**src/inc/csa_pkg.sv**
```systemverilog
/*
  Shared constants for the CPU status and control block: register offsets,
  bit positions, reset values and divider timing.
  Assumes a 32-bit AXI4-Lite register bus with 16-bit registers in the low half.
*/
`default_nettype none
package csa_pkg;
  // Byte offsets on the register bus.
  localparam logic [7:0] CSA_OFS_FLAGS = 8'h00, CSA_OFS_CTRL = 8'h04, CSA_OFS_DVD_LO = 8'h08,
    CSA_OFS_DVD_HI = 8'h0c, CSA_OFS_DVS = 8'h10, CSA_OFS_DCMD = 8'h14, CSA_OFS_QUO = 8'h18,
    CSA_OFS_REM = 8'h1c;
  // Flag register bit positions.
  localparam int FB_GOV_A = 15, FB_GOV_B = 14, FB_CLIP_A = 13, FB_CLIP_B = 12,
    FB_GOV_ANY = 11, FB_CLIP_ANY = 10, FB_LOOP = 9, FB_HC = 8, FB_PRIO = 5, FB_REP = 4,
    FB_NEG = 3, FB_WRAP = 2, FB_ZERO = 1, FB_CARRY = 0;
  // Core control register bit positions.
  localparam int CB_UNS = 12, CB_EXIT = 11, CB_DEPTH = 8, CB_CLIP_A = 7, CB_CLIP_B = 6,
    CB_CLIP_ST = 5, CB_WIDTH = 4, CB_PMSB = 3, CB_PWIN = 2, CB_ROUND = 1, CB_INT = 0;
  // Divider command bits, ALU flag-mask bit for half carry.
  localparam int DB_GO = 0, DB_SIGNED = 1, DB_BUSY = 0, AM_HC = 4;
  localparam logic [15:0] CSA_FLAGS_RST = 16'h0000;
  localparam logic [15:0] CSA_CTRL_RST  = 16'h0000;
  localparam logic [1:0]  CSA_RESP_OKAY = 2'h0;
  localparam logic [1:0]  CSA_RESP_SLVERR = 2'h2;
  localparam int CSA_DIV_BITS = 16;
  localparam int CSA_DIV_CYC  = 19;
endpackage
`default_nettype wire

```
**src/rtl/csa_div.sv**
```systemverilog
/*
  Iterative signed/unsigned 32/16 divider, one cycle per divisor bit.
  Assumes operands stay meaningful only at the start pulse; hold freezes it.
*/
`default_nettype none
module csa_div
  import csa_pkg::*;
#(
  parameter int W = CSA_DIV_BITS
) (
  input  wire logic           aclk,
  input  wire logic           aresetn,
  input  wire logic           start,
  input  wire logic           hold,
  input  wire logic           sgn,
  input  wire logic [2*W-1:0] dividend,
  input  wire logic [W-1:0]   divisor,
  output logic                busy,
  output logic                done,
  output logic [W-1:0]        quotient_reg,
  output logic [W-1:0]        remainder_reg
);
  typedef enum logic [2:0] {DV_IDLE, DV_PREP, DV_ITER, DV_FIX, DV_DONE} csa_dv_e;
  csa_dv_e          st;
  logic [W-1:0]     rem;
  logic [W-1:0]     quo;
  logic [W-1:0]     dvs;
  logic             neg_q;
  logic             neg_r;
  logic             sgn_q;
  logic [7:0]       cnt;

  wire [2*W-1:0] raw     = {rem, quo};
  // Signedness is latched at the start pulse, so the bus may move on meanwhile.
  wire [2*W-1:0] raw_abs = (sgn_q && raw[2*W-1]) ? -raw : raw;
  wire [W-1:0]   dvs_abs = (sgn_q && dvs[W-1]) ? -dvs : dvs;
  wire [W:0]     shl     = {rem, quo[W-1]};
  wire [W+1:0]   diff    = {1'b0, shl} - {2'h0, dvs};
  wire           fits    = !diff[W+1];

  assign busy = (st != DV_IDLE);
  assign done = (st == DV_DONE);

  // Hold freezes every register outside DV_IDLE, so an interrupt costs time but no data.
  always_ff @(posedge aclk) begin
    if (!aresetn) begin
      st <= DV_IDLE;
      rem <= '0;
      quo <= '0;
      dvs <= '0;
      neg_q <= 1'b0;
      neg_r <= 1'b0;
      sgn_q <= 1'b0;
      cnt <= 8'h00;
      quotient_reg <= '0;
      remainder_reg <= '0;
    end else if (!hold || st == DV_IDLE) begin
      case (st)
        DV_IDLE: if (start) begin
          {rem, quo} <= dividend;
          dvs <= divisor;
          sgn_q <= sgn;
          st <= DV_PREP;
        end
        DV_PREP: begin
          {rem, quo} <= raw_abs;
          dvs <= dvs_abs;
          neg_q <= sgn_q && (raw[2*W-1] ^ dvs[W-1]);
          neg_r <= sgn_q && raw[2*W-1];
          cnt <= 8'(W);
          st <= DV_ITER;
        end
        DV_ITER: begin
          rem <= fits ? diff[W-1:0] : shl[W-1:0];
          quo <= {quo[W-2:0], fits};
          cnt <= cnt - 8'h01;
          if (cnt == 8'h01) st <= DV_FIX;
        end
        DV_FIX: begin
          quotient_reg <= neg_q ? -quo : quo;
          remainder_reg <= neg_r ? -rem : rem;
          st <= DV_DONE;
        end
        DV_DONE: st <= DV_IDLE;
        default: st <= DV_IDLE;
      endcase
    end
  end

  logic [7:0]     run_cnt;
  logic [2*W-1:0] op_dvd;
  logic [W-1:0]   op_dvs;
  logic           op_sgn;
  always_ff @(posedge aclk) begin
    if (!aresetn) begin
      run_cnt <= 8'h00;
      op_dvd <= '0;
      op_dvs <= '0;
      op_sgn <= 1'b0;
    end else if (start && !busy) begin
      run_cnt <= 8'h01;
      op_dvd <= dividend;
      op_dvs <= divisor;
      op_sgn <= sgn;
    end else if (busy && !hold) begin
      run_cnt <= run_cnt + 8'h01;
    end
  end
endmodule
`default_nettype wire

```
**src/rtl/csa_top.sv**
```systemverilog
/*
  CPU status/control block: ALU condition flags, accumulator overflow and
  saturation status, loop status, priority level, DSP mode control, and the
  divide unit, all reached over AXI4-Lite.
  Assumes every status input comes from core logic on aclk.
*/
// Summary of operation
// - Accumulator A and B guard overflow flags at bits 15 and 14, read-only.
// - Sticky saturation flags at bits 13 and 12; software may only clear them.
// - Bit 11 reads as OR of both guard overflow flags.
// - Bit 10 is OR of saturation flags; clearing it clears both.
// - Bit 9 is high while a hardware loop is running.
// - Bit 8 half carry from bit 3 (byte) or bit 7 (word).
// - Priority is bits 7-5 plus control bit 3; top bit only clearable.
// - Low priority bits are read-only while nesting is disabled.
// - Bit 4 is high while a single-instruction repeat runs.
// - Bit 3 set on negative result, cleared otherwise.
// - Bit 2 set on two's-complement overflow changing the sign.
// - Bit 1 zero flag, set on zero result, cleared otherwise.
// - Bit 0 carry out of MSB; carry and half carry borrow on subtract.
// - Control bit 12 selects unsigned multiply; bits 15-13 read zero.
// - Writing 1 to control bit 11 ends the loop; reads zero.
// - Control bits 10-8 show active loop nesting depth, read-only.
// - Control bits 7, 6, 5 enable saturation for A, B, stores.
// - Control bit 4 picks 9.31 over 1.31 saturation.
// - Control bit 2 makes program space visible in data space.
// - Control bit 1 picks biased rounding over convergent rounding.
// - Control bit 0 picks integer over fractional multiply.
// - Quotient goes to the quotient register, remainder to the remainder register.
// - A divide takes 19 cycles and may pause at any cycle.
`default_nettype none
module csa_top
  import csa_pkg::*;
#(
  parameter int ADDR_W = 8
) (
  input  wire logic              aclk,
  input  wire logic              aresetn,
  input  wire logic [ADDR_W-1:0] s_axi_awaddr,
  input  wire logic              s_axi_awvalid,
  output logic                   s_axi_awready,
  input  wire logic [31:0]       s_axi_wdata,
  input  wire logic [3:0]        s_axi_wstrb,
  input  wire logic              s_axi_wvalid,
  output logic                   s_axi_wready,
  output logic [1:0]             s_axi_bresp,
  output logic                   s_axi_bvalid,
  input  wire logic              s_axi_bready,
  input  wire logic [ADDR_W-1:0] s_axi_araddr,
  input  wire logic              s_axi_arvalid,
  output logic                   s_axi_arready,
  output logic [31:0]            s_axi_rdata,
  output logic [1:0]             s_axi_rresp,
  output logic                   s_axi_rvalid,
  input  wire logic              s_axi_rready,
  input  wire logic              acc_a_upd,
  input  wire logic              acc_a_ovf,
  input  wire logic              acc_a_sat_evt,
  input  wire logic              acc_b_upd,
  input  wire logic              acc_b_ovf,
  input  wire logic              acc_b_sat_evt,
  input  wire logic              alu_upd,
  input  wire logic [4:0]        alu_mask,
  input  wire logic              alu_byte,
  input  wire logic              alu_sub,
  input  wire logic [15:0]       alu_a,
  input  wire logic [15:0]       alu_b,
  input  wire logic              hw_loop_active,
  input  wire logic              repeat_loop_busy,
  input  wire logic [2:0]        loop_nest_depth,
  input  wire logic              nesting_off_flag,
  input  wire logic              prio_wr,
  input  wire logic [3:0]        prio_val,
  input  wire logic              div_hold,
  output logic [3:0]             cpu_prio,
  output logic                   user_int_off,
  output logic                   loop_early_exit,
  output logic                   unsigned_mul_sel,
  output logic                   acc_a_clip_en,
  output logic                   acc_b_clip_en,
  output logic                   store_clip_en,
  output logic                   clip_width_sel,
  output logic                   prog_window_en,
  output logic                   round_mode_sel,
  output logic                   mul_int_mode,
  output logic                   div_busy,
  output logic                   div_done,
  output logic [15:0]            quotient_reg,
  output logic [15:0]            remainder_reg
);
  function automatic logic is_mapped(input logic [ADDR_W-1:0] a);
    return a[1:0] == 2'h0 && a <= ADDR_W'(CSA_OFS_REM);
  endfunction
  function automatic logic [15:0] merge(input logic [15:0] old, input logic [31:0] d,
                                        input logic [3:0] s);
    return {s[1] ? d[15:8] : old[15:8], s[0] ? d[7:0] : old[7:0]};
  endfunction

  ////////////////////////////////////////////////////////////////////////////
  // Flag and control state.
  logic        oa, ob, sa, sb, hc, neg, wrap, zero, carry;
  logic [2:0]  prio_lo;
  logic        prio_msb;
  logic [15:0] dvd_lo, dvd_hi, dvs;
  logic        div_sgn;

  wire [15:0] flags_rd = {oa, ob, sa, sb, oa | ob, sa | sb, hw_loop_active, hc,
                          prio_lo, repeat_loop_busy, neg, wrap, zero, carry};
  wire [15:0] ctrl_rd = {3'h0, unsigned_mul_sel, 1'b0, loop_nest_depth, acc_a_clip_en,
                         acc_b_clip_en, store_clip_en, clip_width_sel, prio_msb,
                         prog_window_en, round_mode_sel, mul_int_mode};

  ////////////////////////////////////////////////////////////////////////////
  // AXI4-Lite slave. Address and data may arrive in either order.
  logic              aw_held, w_held;
  logic [ADDR_W-1:0] aw_addr;
  logic [31:0]       w_data;
  logic [3:0]        w_strb;

  assign s_axi_awready = !aw_held && !s_axi_bvalid;
  assign s_axi_wready  = !w_held && !s_axi_bvalid;
  assign s_axi_arready = !s_axi_rvalid;
  wire aw_fire = s_axi_awvalid && s_axi_awready;
  wire w_fire  = s_axi_wvalid && s_axi_wready;
  wire ar_fire = s_axi_arvalid && s_axi_arready;
  wire wr_go   = (aw_held || aw_fire) && (w_held || w_fire);
  wire [ADDR_W-1:0] wr_addr = aw_held ? aw_addr : s_axi_awaddr;
  wire [31:0]       wr_data = w_held ? w_data : s_axi_wdata;
  wire [3:0]        wr_strb = w_held ? w_strb : s_axi_wstrb;

  wire wr_flags = wr_go && wr_addr == ADDR_W'(CSA_OFS_FLAGS);
  wire wr_ctrl  = wr_go && wr_addr == ADDR_W'(CSA_OFS_CTRL);
  wire wr_dcmd  = wr_go && wr_addr == ADDR_W'(CSA_OFS_DCMD);
  wire [15:0] wf = merge(flags_rd, wr_data, wr_strb);
  wire [15:0] wc = merge(ctrl_rd, wr_data, wr_strb);
  wire [15:0] wd = merge(16'h0000, wr_data, wr_strb);

  always_ff @(posedge aclk) begin
    if (!aresetn) begin
      aw_held <= 1'b0;
      w_held <= 1'b0;
      aw_addr <= '0;
      w_data <= 32'h0000_0000;
      w_strb <= 4'h0;
      s_axi_bvalid <= 1'b0;
      s_axi_bresp <= CSA_RESP_OKAY;
    end else begin
      if (wr_go) begin
        aw_held <= 1'b0;
        w_held <= 1'b0;
        s_axi_bvalid <= 1'b1;
        s_axi_bresp <= is_mapped(wr_addr) ? CSA_RESP_OKAY : CSA_RESP_SLVERR;
      end else begin
        if (aw_fire) aw_held <= 1'b1;
        if (w_fire) w_held <= 1'b1;
        if (s_axi_bvalid && s_axi_bready) s_axi_bvalid <= 1'b0;
      end
      if (aw_fire) aw_addr <= s_axi_awaddr;
      if (w_fire) begin
        w_data <= s_axi_wdata;
        w_strb <= s_axi_wstrb;
      end
    end
  end

  logic [15:0] rd_mux;
  always_comb begin
    case (s_axi_araddr)
      ADDR_W'(CSA_OFS_FLAGS):  rd_mux = flags_rd;
      ADDR_W'(CSA_OFS_CTRL):   rd_mux = ctrl_rd;
      ADDR_W'(CSA_OFS_DVD_LO): rd_mux = dvd_lo;
      ADDR_W'(CSA_OFS_DVD_HI): rd_mux = dvd_hi;
      ADDR_W'(CSA_OFS_DVS):    rd_mux = dvs;
      ADDR_W'(CSA_OFS_DCMD):   rd_mux = {14'h0000, div_sgn, div_busy};
      ADDR_W'(CSA_OFS_QUO):    rd_mux = quotient_reg;
      ADDR_W'(CSA_OFS_REM):    rd_mux = remainder_reg;
      default:                 rd_mux = 16'h0000;
    endcase
  end

  always_ff @(posedge aclk) begin
    if (!aresetn) begin
      s_axi_rvalid <= 1'b0;
      s_axi_rdata <= 32'h0000_0000;
      s_axi_rresp <= CSA_RESP_OKAY;
    end else if (ar_fire) begin
      s_axi_rvalid <= 1'b1;
      s_axi_rdata <= {16'h0000, rd_mux};
      s_axi_rresp <= is_mapped(s_axi_araddr) ? CSA_RESP_OKAY : CSA_RESP_SLVERR;
    end else if (s_axi_rready) begin
      s_axi_rvalid <= 1'b0;
    end
  end

  ////////////////////////////////////////////////////////////////////////////
  // ALU flag calculation. Subtract adds the complement with carry in high,
  // so carry and half carry come out as active-low borrows.
  wire [15:0] b_eff = alu_sub ? ~alu_b : alu_b;
  wire [16:0] sum   = {1'b0, alu_a} + {1'b0, b_eff} + {16'h0000, alu_sub};
  wire [4:0]  nib   = {1'b0, alu_a[3:0]} + {1'b0, b_eff[3:0]} + {4'h0, alu_sub};
  wire [8:0]  lob   = {1'b0, alu_a[7:0]} + {1'b0, b_eff[7:0]} + {8'h00, alu_sub};
  wire a_msb  = alu_byte ? alu_a[7] : alu_a[15];
  wire b_msb  = alu_byte ? b_eff[7] : b_eff[15];
  wire r_msb  = alu_byte ? sum[7] : sum[15];
  wire c_hc   = alu_byte ? nib[4] : lob[8];
  wire c_cy   = alu_byte ? lob[8] : sum[16];
  wire c_wrap = (a_msb == b_msb) && (r_msb != a_msb);
  wire c_zero = alu_byte ? (sum[7:0] == 8'h00) : (sum[15:0] == 16'h0000);

  // Hardware updates win over a software write in the same cycle.
  always_ff @(posedge aclk) begin
    if (!aresetn) begin
      {hc, neg, wrap, zero, carry} <= 5'h00;
    end else begin
      if (alu_upd && alu_mask[AM_HC]) hc <= c_hc;
      else if (wr_flags) hc <= wf[FB_HC];
      if (alu_upd && alu_mask[FB_NEG]) neg <= r_msb;
      else if (wr_flags) neg <= wf[FB_NEG];
      if (alu_upd && alu_mask[FB_WRAP]) wrap <= c_wrap;
      else if (wr_flags) wrap <= wf[FB_WRAP];
      if (alu_upd && alu_mask[FB_ZERO]) zero <= c_zero;
      else if (wr_flags) zero <= wf[FB_ZERO];
      if (alu_upd && alu_mask[FB_CARRY]) carry <= c_cy;
      else if (wr_flags) carry <= wf[FB_CARRY];
    end
  end

  ////////////////////////////////////////////////////////////////////////////
  // Accumulator status. In 1.31 mode the guard bits are unused, so the
  // overflow flags stay low there.
  wire clr_sa = wr_flags && (!wf[FB_CLIP_A] || !wf[FB_CLIP_ANY]);
  wire clr_sb = wr_flags && (!wf[FB_CLIP_B] || !wf[FB_CLIP_ANY]);
  always_ff @(posedge aclk) begin
    if (!aresetn) begin
      {oa, ob, sa, sb} <= 4'h0;
    end else begin
      if (acc_a_upd) oa <= acc_a_ovf && clip_width_sel;
      if (acc_b_upd) ob <= acc_b_ovf && clip_width_sel;
      if (acc_a_sat_evt) sa <= 1'b1;
      else if (clr_sa) sa <= 1'b0;
      if (acc_b_sat_evt) sb <= 1'b1;
      else if (clr_sb) sb <= 1'b0;
    end
  end

  ////////////////////////////////////////////////////////////////////////////
  // Priority level and core control.
  always_ff @(posedge aclk) begin
    if (!aresetn) begin
      prio_lo <= CSA_FLAGS_RST[FB_PRIO +: 3];
      prio_msb <= CSA_CTRL_RST[CB_PMSB];
      {unsigned_mul_sel, acc_a_clip_en, acc_b_clip_en, store_clip_en} <= 4'h0;
      {clip_width_sel, prog_window_en, round_mode_sel, mul_int_mode} <= 4'h0;
      loop_early_exit <= 1'b0;
    end else begin
      if (prio_wr) prio_lo <= prio_val[2:0];
      else if (wr_flags && !nesting_off_flag) prio_lo <= wf[FB_PRIO +: 3];
      if (prio_wr) prio_msb <= prio_val[3];
      else if (wr_ctrl && !wc[CB_PMSB]) prio_msb <= 1'b0;
      loop_early_exit <= wr_ctrl && wc[CB_EXIT];
      if (wr_ctrl) begin
        unsigned_mul_sel <= wc[CB_UNS];
        acc_a_clip_en <= wc[CB_CLIP_A];
        acc_b_clip_en <= wc[CB_CLIP_B];
        store_clip_en <= wc[CB_CLIP_ST];
        clip_width_sel <= wc[CB_WIDTH];
        prog_window_en <= wc[CB_PWIN];
        round_mode_sel <= wc[CB_ROUND];
        mul_int_mode <= wc[CB_INT];
      end
    end
  end
  assign cpu_prio = {prio_msb, prio_lo};
  assign user_int_off = prio_msb;

  ////////////////////////////////////////////////////////////////////////////
  // Divide unit and its operand registers.
  wire div_start = wr_dcmd && wd[DB_GO] && !div_busy;
  always_ff @(posedge aclk) begin
    if (!aresetn) begin
      dvd_lo <= 16'h0000;
      dvd_hi <= 16'h0000;
      dvs <= 16'h0000;
      div_sgn <= 1'b0;
    end else begin
      if (wr_go && wr_addr == ADDR_W'(CSA_OFS_DVD_LO)) dvd_lo <= merge(dvd_lo, wr_data, wr_strb);
      if (wr_go && wr_addr == ADDR_W'(CSA_OFS_DVD_HI)) dvd_hi <= merge(dvd_hi, wr_data, wr_strb);
      if (wr_go && wr_addr == ADDR_W'(CSA_OFS_DVS)) dvs <= merge(dvs, wr_data, wr_strb);
      if (wr_dcmd) div_sgn <= wd[DB_SIGNED];
    end
  end

  csa_div #(
    .W (CSA_DIV_BITS)
  ) u_div (
    .aclk          (aclk),
    .aresetn       (aresetn),
    .start         (div_start),
    .hold          (div_hold),
    .sgn           (wd[DB_SIGNED]),
    .dividend      ({dvd_hi, dvd_lo}),
    .divisor       (dvs),
    .busy          (div_busy),
    .done          (div_done),
    .quotient_reg  (quotient_reg),
    .remainder_reg (remainder_reg)
  );

  wire rd_flags = ar_fire && s_axi_araddr == ADDR_W'(CSA_OFS_FLAGS);
  wire rd_ctrl  = ar_fire && s_axi_araddr == ADDR_W'(CSA_OFS_CTRL);
endmodule
`default_nettype wire

```
**config.mk**
```make
export PLATFORM = sky130hd
export DESIGN_NAME = csa_top
export DESIGN_NICKNAME = d
export VERILOG_FILES = /design/src/inc/csa_pkg.sv /design/src/rtl/csa_div.sv /design/src/rtl/csa_top.sv
export SDC_FILE = /design/constraint.sdc
export NUM_CORES = 1
export LEC_CHECK = 0
export CELL_PAD_IN_SITES_DETAIL_PLACEMENT = 1
export CELL_PAD_IN_SITES_GLOBAL_PLACEMENT = 1
export CORE_MARGIN = 1
export CORE_UTILIZATION = 40
export CTS_CLUSTER_SIZE = 12
export DETAILED_ROUTE_END_ITERATION = 7
export DONT_BUFFER_PORTS = 1
export GPL_ROUTABILITY_DRIVEN = 0
export GPL_TIMING_DRIVEN = 0
export HOLD_SLACK_MARGIN = 0.12
export PLACE_DENSITY = 0.68
export SKIP_LAST_GASP = 1
export SYNTH_ARGS = -nofsm -noshare
export SYNTH_HDL_FRONTEND = slang
export SYNTH_HIERARCHICAL = 1
export SYNTH_SLANG_ARGS = --single-unit
```
**constraint.sdc**
```tcl
create_clock -name aclk -period 3.51 [get_ports aclk]
set_input_delay 0.1755 -clock aclk [delete_from_list [all_inputs] [get_ports aclk]]
set_output_delay 0.1755 -clock aclk [all_outputs]
set_load 0.01 [all_outputs]
```
Word level (Yosys, flattened, before mapping)
Index checks and enable logic that the tools add are counted.
W data, S select, Z words.
Word-level totals
  bits in registers: 215
  bits of input ports: 117
  output and inout port bits: 89
  logic and storage cells: 244
Operators by class
  $add $sub $neg: 12
  order comparisons: 2
  equality and inequality tests: 23
  mux-type cells: 55
  bitwise gates (word level): 5
  reductions and logical operators: 100
Operators by type and width (number)
  $mux W16: 9
  $pmux W16 S8: 1
  $pmux W16 S3: 2
  $eq A8 B5 Y1 const B: 6
  $neg A16 Y16: 3
  $reduce_bool A2 Y1: 19
  $reduce_and A2 Y1: 17
  $logic_and A1 B1 Y1: 33
  $eq A8 B4 Y1 const B: 4
  $mux W32: 1
  $neg A32 Y32: 1
  $pmux W16 S2: 1
  $mux W1: 26
  $logic_not A8 Y1: 3
  $sub A17 B16 Y18: 1
  $add A16 B16 Y17: 1
  $add A17 B1 Y17: 1
  $eq A8 B3 Y1 const B: 2
  $le A8 B5 Y1 const B: 2
  $logic_not A16 Y1: 1
  $mux W8: 2
  $not A16 Y16: 1
  $pmux W8 S2: 1
  $logic_not A1 Y1: 12
  other kinds (28): 47

Depth between registers and ports, before layout
  depth in word-level cells: 10
  mapped depth: 12
  mapped depth without buffers: 10

Hierarchy
Netlist, hierarchy kept.
By module, submodules not included
  csa_top: times used 1, cells each 779, area an instance 6821.5 µm², seq. area each 2382.3 µm²
  csa_div: times used 1, cells each 862, area an instance 6483.7 µm², seq. area each 1881.8 µm²

Worst setup path after synthesis
Ideal clock, no wire load.
  kind: reg-to-reg
  from: register s_axi_bvalid
  to: register u_div.rem[13]
  library setup time: 0.075 ns
  arrival time: 3.221 ns
  data required time: 3.435 ns
  setup slack: 0.215 ns
  stages on the path, launching flop included: 12
  path buffers: 1
  clock period less this slack: 3.295 ns
  cell sequence: dfxtp_1 nand2b_1 a22o_1 a21o_1 or4_1 nor4b_1 o211ai_1 nand2_1 clkbuf_1 o21ai_0 or2_2 o22ai_1
On the way
  cells in the longest elaborated chain, start to end: 10
  elaborated cells between the ends (all ways): 13
Ends and longest elaborated chain
  start: declaration: line csa_top.sv:47  | output logic s_axi_bvalid,
  start signal: assignment: line csa_top.sv:145  | s_axi_bvalid <= 1'b0;
  start signal: assignment: line csa_top.sv:151  | s_axi_bvalid <= 1'b1;
  start signal: assignment: line csa_top.sv:156  | if (s_axi_bvalid && s_axi_bready) s_axi_bvalid <= 1'b0;
  $logic_not A1 Y1 *: line csa_top.sv:120, csa_top.sv:121
  $logic_and A1 B1 Y1, on equally long branches: line csa_top.sv:120, csa_top.sv:121
  $logic_and A1 B1 Y1, on equally long branches: line csa_top.sv:123, csa_top.sv:124
  $logic_or A1 B1 Y1: line csa_top.sv:126  | wire wr_go = (aw_held || aw_fire) && (w_held || w_fire);
  $logic_and A1 B1 Y1 *: line csa_top.sv:126
  $logic_and A1 B1 Y1 *: line csa_top.sv:133  | wire wr_dcmd = wr_go && wr_addr == ADDR_W'(CSA_OFS_DCMD);
  $logic_and A1 B1 Y1 * (2 in a row): line csa_top.sv:278  | wire div_start = wr_dcmd && wd[DB_GO] && !div_busy;
  via div_start: line csa_top.sv:278
  $ne A2 B2 Y1 (no line) *
  $reduce_and A4 Y1 (no line) *
  end signal: assignment: line csa_div.sv:60  | {rem, quo} <= dividend;
  end signal: assignment: line csa_div.sv:66  | {rem, quo} <= raw_abs;
  end signal: assignment: line csa_div.sv:74  | rem <= fits ? diff[W-1:0] : shl[W-1:0];
  end: declaration: line csa_div.sv:25  | logic [W-1:0] rem;
The timed path passes the listed nets; every way through them passes the cells marked *.
A chain may end at the register's enable or synchronous reset.

Worst setup path after layout
  from: register s_axi_bvalid
  to: register u_div.rem[6]
Same word-level chain as after synthesis.

==> impl_metrics.tcl <==
set metrics [dict create \
    status "completed" \
    p_clk_frac 0.390 \
    slew_violations 0 \
    synth_top_area_share 0.320 \
    grt_max_degree 13 \
    met3_length_mm 3.99 \
    path_cells "nand2b_1, a22o_2, a21o_1, or4_4, nor4b_4, o2111ai_2, and2_2, clkbuf_8, a221oi_2, a31oi_1" \
    yosysSeqAreaShare 0.320 \
    cts_sinks 213 \
    intPower_mw 4.81 \
    critical_path.endpoint_type "register" \
    ir_drop_mv 0.367 \
    critPathLaunchType "register" \
    layout_commonest_cell "dfxtp_1" \
    worstReg2RegEnd "u_div/rem[6]" \
    fmax_mhz 293 \
    yosysWarnings 6 \
    rsz0062_at_grt "true" \
    layout-drive-gt1-share 0.0864 \
    crit_required_ns 3.91 \
    drt-initial-drc-count 1146 \
    detailed_place_hpwl_mm 43.2 \
    min_period_ns 3.42 \
    yosys.area.top_type "dfxtp_1" \
    power_switching_share 0.323 \
    grt_overflow 0 \
    cpPeakStageDelay_ns 0.60 \
    syn-cell-area_sq_mm 0.0133 \
    ant_nets 0 \
    hold_start "s_axi_araddr[1]" \
    pre_cts_slack_ns -0.998 \
    p_sw_mw 2.30 \
    reg2reg_slack_ns 0.09 \
    setup_violations 0 \
    relSlewSlack 0.370 \
    hold_slack_ns 0.138 \
    critical_path_class "reg2reg" \
    syn_area_per_cell_sq_um 8.11 \
    start_util 0.408 \
    synth_flop_cell "dfxtp_1" \
    netlist_top_cells_area "dfxtp_1 (32%), mux2i_1 (5.3%), nor2_1 (4.6%)" \
    io_buffers 0 \
    clk_latency_ns 0.54 \
    synth_cell_type_count 90 \
    p_leak_nw 6.12 \
    track_usage 0.329 \
    critPathBufInv 1 \
    fillCellCount 3952 \
    ys_ff_latch 213 \
    hold_viol_final 0 \
    cts_tree "yes" \
    hold_depth 3 \
    synth-edff-count 0 \
    wl_mm 56.8 \
    cp_max_fo 10 \
    skew_ns 0.0147 \
    coreArea_sq_mm 0.0326 \
    die_h_microns 184 \
    clockBufferDepth 3 \
    io-pin-count 206 \
    postSynthCellCount 1641 \
    fin_ws_ns 0.0942 \
    cts_made_buffers 26 \
    critPathSlowestCell "or4_4" \
    power_frac_seq 0.362 \
    multiInputGateArea_sq_mm 0.00849 \
    arrival_ns 3.82 \
    drv_cap 0 \
    drcViolationCount 0 \
    ff2ff_path_depth 10 \
    top_layer_used "met4" \
    antenna_found_initial 0 \
    grt_pass1_wl_mm 84.4 \
    grt_pass1_vias 13700 \
    min_to "s_axi_rdata[10]" \
    ys_async_sr_fraction 0 \
    wl_met2_mm 26.5 \
    firstDrtPassIters 6 \
    die_area_sq_mm 0.0340 \
    hold_class "in2reg" \
    viasPerCell 6.22 \
    final_cell_mix "dfxtp_1 (213), nor2_1 (161), nand2_1 (141)" \
    seqCellArea_sq_mm 0.00426 \
    worst_slew_pin_slew_ns 0.937 \
    p_per_area_mw_per_mm2 455 \
    fin_crit_sh 0.973 \
    crit_family "simple AND/OR/NAND/NOR gates" \
    fp.dieW_microns 184 \
    rows 66 \
    wirelength_met1_mm 23.5 \
    wl_per_cell_microns 25.7 \
    final_net_count 1909 \
    cts_max_level 1 \
    combPwrFrac 0.248 \
    routed-via-count 13800 \
    r2r_start "s_axi_bvalid" \
    syn_to_final_growth_pct 17.6 \
    clk_pin_slew_ns 0.06 \
    clockRootBuffer "clkbuf_16" \
]
==> cells in the mapped netlist, types with 16 or more instances <==
| library cell | number |
|---|---|
| dfxtp_1 | 213 |
| nor2_1 | 163 |
| nand2_1 | 141 |
| a21oi_1 | 102 |
| clkbuf_1 | 94 |
| o21ai_0 | 89 |
| mux2i_1 | 71 |
| xor2_1 | 47 |
| inv_1 | 46 |
| nor2b_1 | 46 |
| a211oi_1 | 42 |
| nor3_1 | 41 |
| ha_1 | 38 |
| nand3_1 | 36 |
| a221oi_1 | 29 |
| xnor2_1 | 27 |
| mux2_2 | 23 |
| nor4_1 | 21 |
| or3_1 | 20 |
| a21o_1 | 19 |
| a222oi_1 | 19 |
| buf_4 | 19 |
| a31oi_1 | 16 |
==> repair_timing <==
item / in CTS / in global routing
setup endpoints to repair: 49 / 45
buffers inserted: 3 / 0
hold buffers: 66 / 0
endpoints found under the hold margin: 97 / 0
pin swaps: 2 / 2
gates resized for setup: 25 / 12
==> metrics by stage <==
stage          instance area, sq um  instances  total power, mW   util  setup TNS (ns)
4_1_cts                       15600       2213             7.10  0.478               0
5_1_grt                       15600       2212             7.40  0.480          -0.125
3_3_place_gp                  13900       2100             4.20  0.427          -31.07
6_report                      15600       2213             7.12  0.480               0
2_1_floorplan                 13400       1658             3.77      -               0
3_5_place_dp                  13900       2100             4.23  0.427          -33.07
==> cell type report <==
class                      instances  area share
clock buffer                      38      0.0497
clock inverter                     8     0.00624
antenna                            1    0.000160
multi-input combinational       1267       0.543
buffer                           128      0.0386
tap                              442      0.0354
inverter                          47      0.0113
timing repair buffer              69      0.0437
sequential                       213       0.273
==> logic make-up (layout without fill, tap and decap cells) <==
family,after synthesis,count (layout),share of synthesized area
adder cells (fa/ha/maj),40,40,0.0387
other,1,19,0.000282
AND/OR/NAND/NOR,566,566,0.210
buffers and inverters,178,290,0.0577
multiplexers,98,98,0.0773
flip-flops,213,213,0.320
AO/OA/AOI/OAI,471,471,0.246
XOR/XNOR,74,74,0.0487
==> how the worst max path moves through the flow <==
| stage | cells past startpoint | from | to | slack, ns |
|---|---|---|---|---|
| 5_1_grt | 10 | s_axi_bvalid | u_div/rem[2] | -0.05 |
| 3_3_place_gp | 11 | s_axi_bvalid | u_div/rem[6] | -0.97 |
| 6_report | 10 | s_axi_bvalid | u_div/rem[6] | 0.09 |
| 2_1_floorplan | 11 | s_axi_bvalid | u_div/rem[13] | 0.21 |
| 4_1_cts | 11 | s_axi_bvalid | u_div/rem[5] | 0.01 |
| 3_5_place_dp | 11 | s_axi_bvalid | u_div/rem[4] | -1.0 |
==> power groups by stage <==
stage,Sequential (mW),Combinational [mW],Clock (mW)
CTS,2.57,1.70,2.82
floorplan,2.59,1.17,0
finish,2.58,1.76,2.78
global route,2.58,1.90,2.91
detailed placement,2.63,1.60,0
global placement,2.62,1.57,0
==> routing by layer <==
metal | vias to the layer above | global-route usage
li1 | 6226 | -
met1 | 6853 | 0.407
met2 | 536 | 0.546
met3 | 142 | 0.0652
met4 | 0 | 0.154
met5 | - | 0
==> tightest hold or removal path, delay by kind of cell <==
kind               cells  cell delay, ns
AOI/OAI and AO/OA      2            0.36
and+or+nand+nor        1            0.08
(Power assumes the default switching activity.)
